[src/hdl/swr_defines.vh]
// Overview of operation
// watchdog input stuck past active window asserts reset for full timeout
// watchdog counter clears on any reset and on each input edge
// after every reset, long startup window of at least 35 s applies
// first edge switches to short 1.12 s window; host toggles within it
// floating watchdog input disables watchdog; never resets from it
// auxiliary under-threshold flag asserts reset
// power-fail warning output low while sense flag reports below threshold
// power-fail warning releases at once, no timeout
// high reset output asserted on supply, aux, manual or watchdog cause
// high reset output held for timeout after causes clear
// recurring cause restarts timeout count from zero
// reset held while manual reset input is low
// low reset output mirrors high reset output
// windows and timeout counted from one timebase, lengths as parameters
// inputs synchronised before use; edges taken from synchronised input
`ifndef SWR_DEFINES_VH
`define SWR_DEFINES_VH
`define SWR_CLK_HZ        10000000
`define SWR_MS_PER_S      1000
`define SWR_LONG_WIN_MS   35000
`define SWR_SHORT_WIN_MS  1120
`define SWR_TIMEOUT_MS    140
`define SWR_CNT_W         32
`define SWR_SYNC_RST      1'b0
`endif

[src/hdl/swr_supervisor.v]
`timescale 1ns/1ps
`include "swr_defines.vh"
module swr_supervisor (
   clk_sys,
   rst_b,
   watchdog_kick_in,
   watchdog_float_in,
   manual_reset_n,
   primary_supply_low,
   secondary_supply_low,
   aux_undervoltage_in,
   powerfail_sense_in,
   reset_out_low_primary,
   reset_out_high,
   powerfail_warn_n
);
   parameter [`SWR_CNT_W-1:0] LONG_WIN_CYC  = `SWR_CLK_HZ / `SWR_MS_PER_S * `SWR_LONG_WIN_MS;
   parameter [`SWR_CNT_W-1:0] SHORT_WIN_CYC = `SWR_CLK_HZ / `SWR_MS_PER_S * `SWR_SHORT_WIN_MS;
   parameter [`SWR_CNT_W-1:0] TIMEOUT_CYC   = `SWR_CLK_HZ / `SWR_MS_PER_S * `SWR_TIMEOUT_MS;

   input  wire clk_sys;
   input  wire rst_b;
   input  wire watchdog_kick_in;
   input  wire watchdog_float_in;
   input  wire manual_reset_n;
   input  wire primary_supply_low;
   input  wire secondary_supply_low;
   input  wire aux_undervoltage_in;
   input  wire powerfail_sense_in;
   output reg  reset_out_low_primary;
   output reg  reset_out_high;
   output reg  powerfail_warn_n;

   localparam ST_RUN  = 2'b01;
   localparam ST_HOLD = 2'b10;

   wire kick_s;
   wire float_s;
   wire mr_n_s;
   wire aux_low_s;
   wire pf_low_s;
   wire primary_supply_low_s;
   wire secondary_supply_low_s;
   wire wd_expired;
   wire to_expired;
   wire cause;
   wire wd_fire;
   wire edge_seen;

   reg        kick_d_reg;
   reg        short_mode_reg;
   reg [1:0]  state_reg;
   reg [1:0]  state_next;

   // two-stage synchronisers on every asynchronous flag
   swr_sync #(.RST_VAL(1'b0)) u_sync_kick (.clk_sys(clk_sys), .rst_b(rst_b),
      .d_in(watchdog_kick_in), .q_out(kick_s));
   swr_sync #(.RST_VAL(1'b1)) u_sync_float (.clk_sys(clk_sys), .rst_b(rst_b),
      .d_in(watchdog_float_in), .q_out(float_s));
   swr_sync #(.RST_VAL(1'b0)) u_sync_mr (.clk_sys(clk_sys), .rst_b(rst_b),
      .d_in(manual_reset_n), .q_out(mr_n_s));
   swr_sync #(.RST_VAL(1'b1)) u_sync_aux (.clk_sys(clk_sys), .rst_b(rst_b),
      .d_in(aux_undervoltage_in), .q_out(aux_low_s));
   swr_sync #(.RST_VAL(1'b1)) u_sync_pf (.clk_sys(clk_sys), .rst_b(rst_b),
      .d_in(powerfail_sense_in), .q_out(pf_low_s));
   swr_sync #(.RST_VAL(1'b1)) u_sync_v1 (.clk_sys(clk_sys), .rst_b(rst_b),
      .d_in(primary_supply_low), .q_out(primary_supply_low_s));
   swr_sync #(.RST_VAL(1'b1)) u_sync_v2 (.clk_sys(clk_sys), .rst_b(rst_b),
      .d_in(secondary_supply_low), .q_out(secondary_supply_low_s));

   assign edge_seen = (kick_s != kick_d_reg);

   // level causes: supplies, aux, manual reset
   assign cause = primary_supply_low_s | secondary_supply_low_s | aux_low_s | !mr_n_s;

   // window chosen by mode; disabled while floating
   assign wd_fire = (state_reg == ST_RUN) && wd_expired && !float_s && !edge_seen;

   swr_timer u_wd_timer (
      .clk_sys (clk_sys),
      .rst_b   (rst_b),
      .clear   ((state_reg != ST_RUN) | edge_seen | float_s),
      .limit   (short_mode_reg ? SHORT_WIN_CYC : LONG_WIN_CYC),
      .expired (wd_expired)
   );

   swr_timer u_to_timer (
      .clk_sys (clk_sys),
      .rst_b   (rst_b),
      .clear   ((state_reg != ST_HOLD) | cause),
      .limit   (TIMEOUT_CYC),
      .expired (to_expired)
   );

   always @* begin
      state_next = state_reg;
      case (state_reg)
         ST_RUN: begin
            if (cause | wd_fire) begin
               state_next = ST_HOLD;
            end
         end
         ST_HOLD: begin
            if (!cause && to_expired) begin
               state_next = ST_RUN;
            end
         end
         default: begin
            state_next = ST_HOLD;
         end
      endcase
   end

   always @(posedge clk_sys or negedge rst_b) begin
      if (!rst_b) begin
         state_reg             <= ST_HOLD;
         kick_d_reg            <= 1'b0;
         short_mode_reg        <= 1'b0;
         reset_out_high        <= 1'b1;
         reset_out_low_primary <= 1'b0;
         powerfail_warn_n      <= 1'b0;
      end else begin
         state_reg  <= state_next;
         kick_d_reg <= kick_s;
         if (state_reg != ST_RUN) begin
            short_mode_reg <= 1'b0;
         end else if (edge_seen && !float_s) begin
            short_mode_reg <= 1'b1;
         end
         reset_out_high        <= (state_next == ST_HOLD);
         reset_out_low_primary <= (state_next != ST_HOLD);
         powerfail_warn_n      <= !pf_low_s;
      end
   end
endmodule // swr_supervisor

[src/hdl/swr_sync.v]
`timescale 1ns/1ps
module swr_sync (
   clk_sys,
   rst_b,
   d_in,
   q_out
);
   parameter RST_VAL = 1'b0;
   input  wire clk_sys;
   input  wire rst_b;
   input  wire d_in;
   output wire q_out;

   reg meta_reg;
   reg sync_reg;

   always @(posedge clk_sys or negedge rst_b) begin
      if (!rst_b) begin
         meta_reg <= RST_VAL;
         sync_reg <= RST_VAL;
      end else begin
         meta_reg <= d_in;
         sync_reg <= meta_reg;
      end
   end

   assign q_out = sync_reg;
endmodule // swr_sync

[src/hdl/swr_timer.v]
`timescale 1ns/1ps
`include "swr_defines.vh"
module swr_timer (
   clk_sys,
   rst_b,
   clear,
   limit,
   expired
);
   input  wire                   clk_sys;
   input  wire                   rst_b;
   input  wire                   clear;
   input  wire [`SWR_CNT_W-1:0]  limit;
   output wire                   expired;

   reg [`SWR_CNT_W-1:0] count_reg;

   // saturating count; clear restarts from zero
   always @(posedge clk_sys or negedge rst_b) begin
      if (!rst_b) begin
         count_reg <= {`SWR_CNT_W{1'b0}};
      end else if (clear) begin
         count_reg <= {`SWR_CNT_W{1'b0}};
      end else if (count_reg < limit) begin
         count_reg <= count_reg + {{(`SWR_CNT_W-1){1'b0}}, 1'b1};
      end
   end

   assign expired = (count_reg >= limit);
endmodule // swr_timer

[config.mk]
export PLATFORM = sky130hd
export DESIGN_NAME = swr_supervisor
export DESIGN_NICKNAME = d
export VERILOG_FILES = /design/src/hdl/swr_supervisor.v /design/src/hdl/swr_sync.v /design/src/hdl/swr_timer.v
export VERILOG_INCLUDE_DIRS = /design/src /design/src/hdl
export SDC_FILE = /design/constraint.sdc
export NUM_CORES = 1
export LEC_CHECK = 0
export BUFFER_PORTS_ARGS = -buffer_cell sky130_fd_sc_hd__buf_2
export CAP_MARGIN = 20
export CORE_UTILIZATION = 35
export DETAILED_ROUTE_END_ITERATION = 16
export PLACE_DENSITY_LB_ADDON = 0.08
export RECOVER_POWER = 50
export SYNTH_ARGS = -nofsm -noshare
export SYNTH_HDL_FRONTEND = slang
export SYNTH_SLANG_ARGS = --single-unit
[constraint.sdc]
create_clock -name clk_sys -period 2.8 [get_ports clk_sys]
set_input_delay 0.28 -clock clk_sys [delete_from_list [all_inputs] [get_ports clk_sys]]
set_output_delay 0.28 -clock clk_sys [all_outputs]
set_load 0.02 [all_outputs]
* After elaboration in Yosys (flattened, before gate mapping) *
Cells that the tools add are included.

storage, ports and cells
  bits in registers = 85
  output and inout port bits = 3
  bits of input ports = 9
  logic and storage cells = 65

cells by class
  bitwise logic cells = 7
  reduce and logical (&&, ||, !) cells = 13
  $lt $le $gt $ge = 4
  $add $sub $neg = 2
  muxes and demuxes = 10
  equality and inequality tests = 7

operator list
  operator                                               number
  two-way mux 32 bit                                     4
  adder 32 x 1 -> 32 bit, second input constant          2
  >= comparator 32 x 21 -> 1 bit, second input constant  1
  >= comparator 32 x 29 -> 1 bit                         1
  < comparator 32 x 21 -> 1 bit, second input constant   1
  < comparator 32 x 29 -> 1 bit                          1
  two-way mux 29 bit                                     1
  bitwise OR 1 bit                                       7
  nonzero test 2 bit                                     3
  logical AND 1 bit                                      5
  logical NOT 1 bit                                      5
  == test 2 bit, second input constant                   2
  two-way mux 2 bit                                      2
  != test 2 bit, second input constant                   2
  one-hot mux 2 bit (2 select lines)                     1
  == test 2 x 1 -> 1 bit, second input constant          1
  two-way mux 1 bit                                      2
  != test 2 x 1 -> 1 bit, second input constant          1
  != test 1 bit                                          1

* Logic depth before layout (Yosys ltp) *
  depth in word-level cells = 9
  gate-level depth with buffers = 10
  depth with buffers taken out = 8

* Modules after synthesis *
A second synthesis with hierarchy kept.

unflattened totals
  cell total of the unflattened synthesis = 712
  area total of the unflattened synthesis = 6,257.3 µm²

modules (own cells, without submodules)
  module                      area each (µm²)  times used  seq. area each (µm²)  cells each
  swr_timer (u_wd_timer)      2,781.4          1           800.8                 337
  swr_timer (u_to_timer)      2,758.9          1           800.8                 327
  swr_supervisor              354.1            1           177.7                 34
  swr_sync (u_sync_aux ...)   52.6             5           52.6                  2
  swr_sync (u_sync_kick ...)  50.0             2           50.0                  2

* Worst setup path before layout *
Ideal clock, no wire load.

  kind = register -> register
  start = register short_mode_reg
  end = register u_wd_timer.count_reg[29]
  path slack = 0.172 ns
  cell stages (with the launch flop) = 10
  path buffers = 1
  library setup time = 0.119 ns
  required time = 2.681 ns
  arrival = 2.509 ns
  clock period less this slack = 2.628 ns
  cell sequence = dfrtp_1 -> inv_1 -> ha_1 -> and4_1 -> or4b_4 -> a2111o_4 -> nand2_4 -> buf_6 -> nor3_1 -> o21a_1

on the way
  word-level cells in the longest chain between the ends = 3

ends and longest elaborated chain
  element                        RTL line              RTL
  from (decl)                    swr_supervisor.v:51   reg short_mode_reg;
  from (signal assigned)         swr_supervisor.v:118  short_mode_reg <= 1'b0;
  from (signal assigned)         swr_supervisor.v:126  short_mode_reg <= 1'b0;
  from (signal assigned)         swr_supervisor.v:128  short_mode_reg <= 1'b1;
  two-way mux 29 bit             swr_supervisor.v:83   .limit (short_mode_reg ? SHORT_WIN_CYC : LONG_WIN_CYC),
  < comparator 32 x 29 -> 1 bit  swr_timer.v:24        end else if (count_reg < limit) begin
  nonzero test 2 bit (no line)   n/a
  to (signal assigned)           swr_timer.v:21        count_reg <= {`SWR_CNT_W{1'b0}};
  to (signal assigned)           swr_timer.v:23        count_reg <= {`SWR_CNT_W{1'b0}};
  to (signal assigned)           swr_timer.v:25        count_reg <= count_reg + {{(`SWR_CNT_W-1){1'b0}}, 1'b1};
  to (decl)                      swr_timer.v:16        reg [`SWR_CNT_W-1:0] count_reg;

No other way between the ends.
A chain may end at the register's enable or synchronous reset.

* Worst setup path after layout *
  start = register short_mode_reg
  end = register u_wd_timer.count_reg[0]

The elaborated chain is that of the path after synthesis.

==> flow_summary.json <==
{
  "hold_path.startpoint": "primary_supply_low",
  "crit_path_start": "short_mode_reg",
  "routedWlPerCell_um": 14.9,
  "maxCapViolations": 1,
  "fin_nets": 502,
  "gp_congestion": 0.788,
  "coreArea_sq_um": 12200,
  "slew-limit-headroom": -0.250,
  "vias": 3465,
  "yosysMostFrequentCell": "dfrtp_1",
  "clk_latency_ns": 0.34,
  "syn_avg_cell_area_sq_um": 9.87,
  "synth_async_sr_flop_share": 1.00,
  "grt_pass1_vias": 3331,
  "routed_via_density": 5.36,
  "routed_wl_mm": 9.67,
  "synth_common_cells": "73 x dfrtp_1, 42 x nand2_1, 32 x a21oi_1",
  "failed_checks": "capacitance limit, slew limit",
  "drc": 0,
  "die_y_um": 115,
  "cp_data_required_time_ns": 3.06,
  "cts_num_sinks": 85,
  "hpwl_mm": 6.69,
  "first_pass_iters": 4,
  "io_pins": 12,
  "cts.clk_slew.worst_paths_ns": 0.07,
  "synth_edf_count": 0,
  "ys_seq_area_frac": 0.481,
  "leakagePower_nw": 2.14,
  "synth_ff_type": "dfrtp_1",
  "area_growth_pct": 15.1,
  "crit_arrival_ns": 2.91,
  "slowest_delay_ns": 0.51,
  "cpMaxStageDelayCell": "or4b_4",
  "antenna_found_initial": 0,
  "synth_seq_cells": 85,
  "p_per_area_nw_per_um2": 510,
  "port_buffers": 11,
  "ant_nets": 0,
  "fin_tns_setup_ns": 0,
  "fin_skew_ns": 0.00490,
  "initial_utilization": 0.364,
  "cts_root_buffer": "clkbuf_16",
  "cp_max_fo": 10,
  "cts_max_level": 3,
  "finalCritPeriodShare": 0.946,
  "ys_types": 56,
  "dieArea_sq_um": 13200,
  "crit_type": "reg2reg",
  "outcome": "complete, but fails checks",
  "rsz0062_at_grt": "no",
  "fmax_ghz": 0.377,
  "slew_viol_final": 86,
  "drt_iter0_drc": 175,
  "row_count": 40,
  "clk_path_buf_depth": 2,
  "yosys_warnings": 0,
  "hold_depth": 1,
  "synth_top_area_share": 0.411,
  "r2r_cells": 8,
  "r2r-start": "short_mode_reg",
  "vdd_drop_max_mv": 0.437,
  "grt_pass1_wl_mm": 16.5,
  "fin_ws_ns": 0.151,
  "mappedNetlistArea_sq_um": 4450,
  "fill_cells": 1215,
  "worstHoldPathType": "in2reg",
  "worstPathCellList": "buf_4, ha_1, and4_1, or4b_4, a2111oi_4, buf_4, o21ai_0, a21oi_1",
  "overflow": 0,
  "setup_viol": 0,
  "start_kind": "flip-flop",
  "numCtsBuffers": 9,
  "grt_max_degree": 86,
  "worst_pin_slew_ns": 1.88,
  "drive_gt1_frac": 0.150,
  "track_usage": 0.163,
  "hold_viol": 0,
  "synth_area_leaders": "dfrtp_1 41%, dfstp_2 7.1%, ha_1 5.3%",
  "path_common_cell": "buf_4",
  "synth_nets": 479,
  "syn_inst": 451,
  "cts_tree": "done",
  "synth.largest_area_cell": "dfrtp_1",
  "post-place-ws_ns": 0.0805,
  "min_period_ns": 2.65,
  "cp-end-kind": "flip-flop",
  "dieWidth_um": 115,
  "diodes": 0,
  "cts_setup_buffers": 0
}
-- final cells by class --
| class | count | area [sq um] | area share |
|---|---|---|---|
| clock buffer | 10 | 239 | 0.0467 |
| clock inverter | 6 | 93.8 | 0.0183 |
| inverter | 12 | 45.0 | 0.00880 |
| multi-input combinational | 334 | 2180 | 0.425 |
| sequential | 85 | 2140 | 0.418 |
| tap | 168 | 210 | 0.0410 |
| timing repair buffer | 32 | 215 | 0.0420 |
-- final timing paths --
check                      slack (ns)                        to
hold / removal                   0.03        u_sync_v1.meta_reg
hold reg to reg                  0.36        u_sync_float.q_out
min in group asynchronous        1.09  u_wd_timer.count_reg[11]
setup reg to reg                 0.15   u_wd_timer.count_reg[0]
setup / recovery                 0.15   u_wd_timer.count_reg[0]
max in group asynchronous        0.56  u_wd_timer.count_reg[20]
-- power breakdown --
group	leakage (nW)	internal (mW)	total (mW)	switching, mW
combinational	0.844	0.00968	0.0424	0.0327
clock	0.160	0.813	1.32	0.506
sequential	1.13	1.25	1.25	0.00414
total	2.14	2.07	2.61	0.543
-- repair_timing --
item                       in CTS  in global routing
setup endpoints to repair       0                  5
hold endpoints to repair       49                  0
hold buffers                    1                  0
resized for setup               0                  0
-- cell usage in the layout, fill, tap and decap left out, types with 11 or more instances in the layout --
cell	instances
dfrtp_1	73
nand2_1	42
a21oi_1	32
nor2_1	26
nand3_1	25
and3_1	22
nand4_1	20
ha_1	19
buf_4	19
xor2_1	17
or4_1	16
o21ai_0	15
o31ai_1	14
or3_1	13
inv_1	12
dfstp_2	12
buf_2	11
-- critical path, delay by kind of cell (launching register included) --
family / cells / cell delay (ns)
and+or+nand+nor: 2 / 0.75
AOI/OAI and AO/OA: 3 / 0.69
buffers and inverters: 2 / 0.44
DFF: 1 / 0.38
adders and majority gates: 1 / 0.29
-- per-stage QoR --
stage | util | hold WS, ns | power (mW) | instance area, sq um | instances
after floorplan | - | -0.0156 | 1.28 | 4450 | 451
after global placement | 0.393 | 0.335 | 1.32 | 4790 | 630
after detailed placement | 0.393 | 0.347 | 1.32 | 4790 | 630
after CTS | 0.421 | 0.0171 | 2.66 | 5140 | 647
after global routing | 0.419 | 0.0129 | 2.71 | 5120 | 647
final | 0.419 | 0.0316 | 2.61 | 5120 | 647
-- logic make-up after synthesis --
group,after synthesis,share of synthesized area
XOR/XNOR,20,0.0394
flip-flops,85,0.481
buffers and inverters,32,0.0295
AND/OR/NAND/NOR,207,0.263
AO/OA/AOI/OAI,87,0.131
adder cells (fa/ha/maj),19,0.0534
multiplexers,1,0.00225
-- routing by layer --
metal	up-vias	GRT usage	wire [um]
met1	1685	0.223	4990
met2	45	0.251	4240
li1	1724	-	-
met3	11	0.0385	277
met5	-	0	0
met4	0	0.0632	155
(Power assumes the default switching activity.)
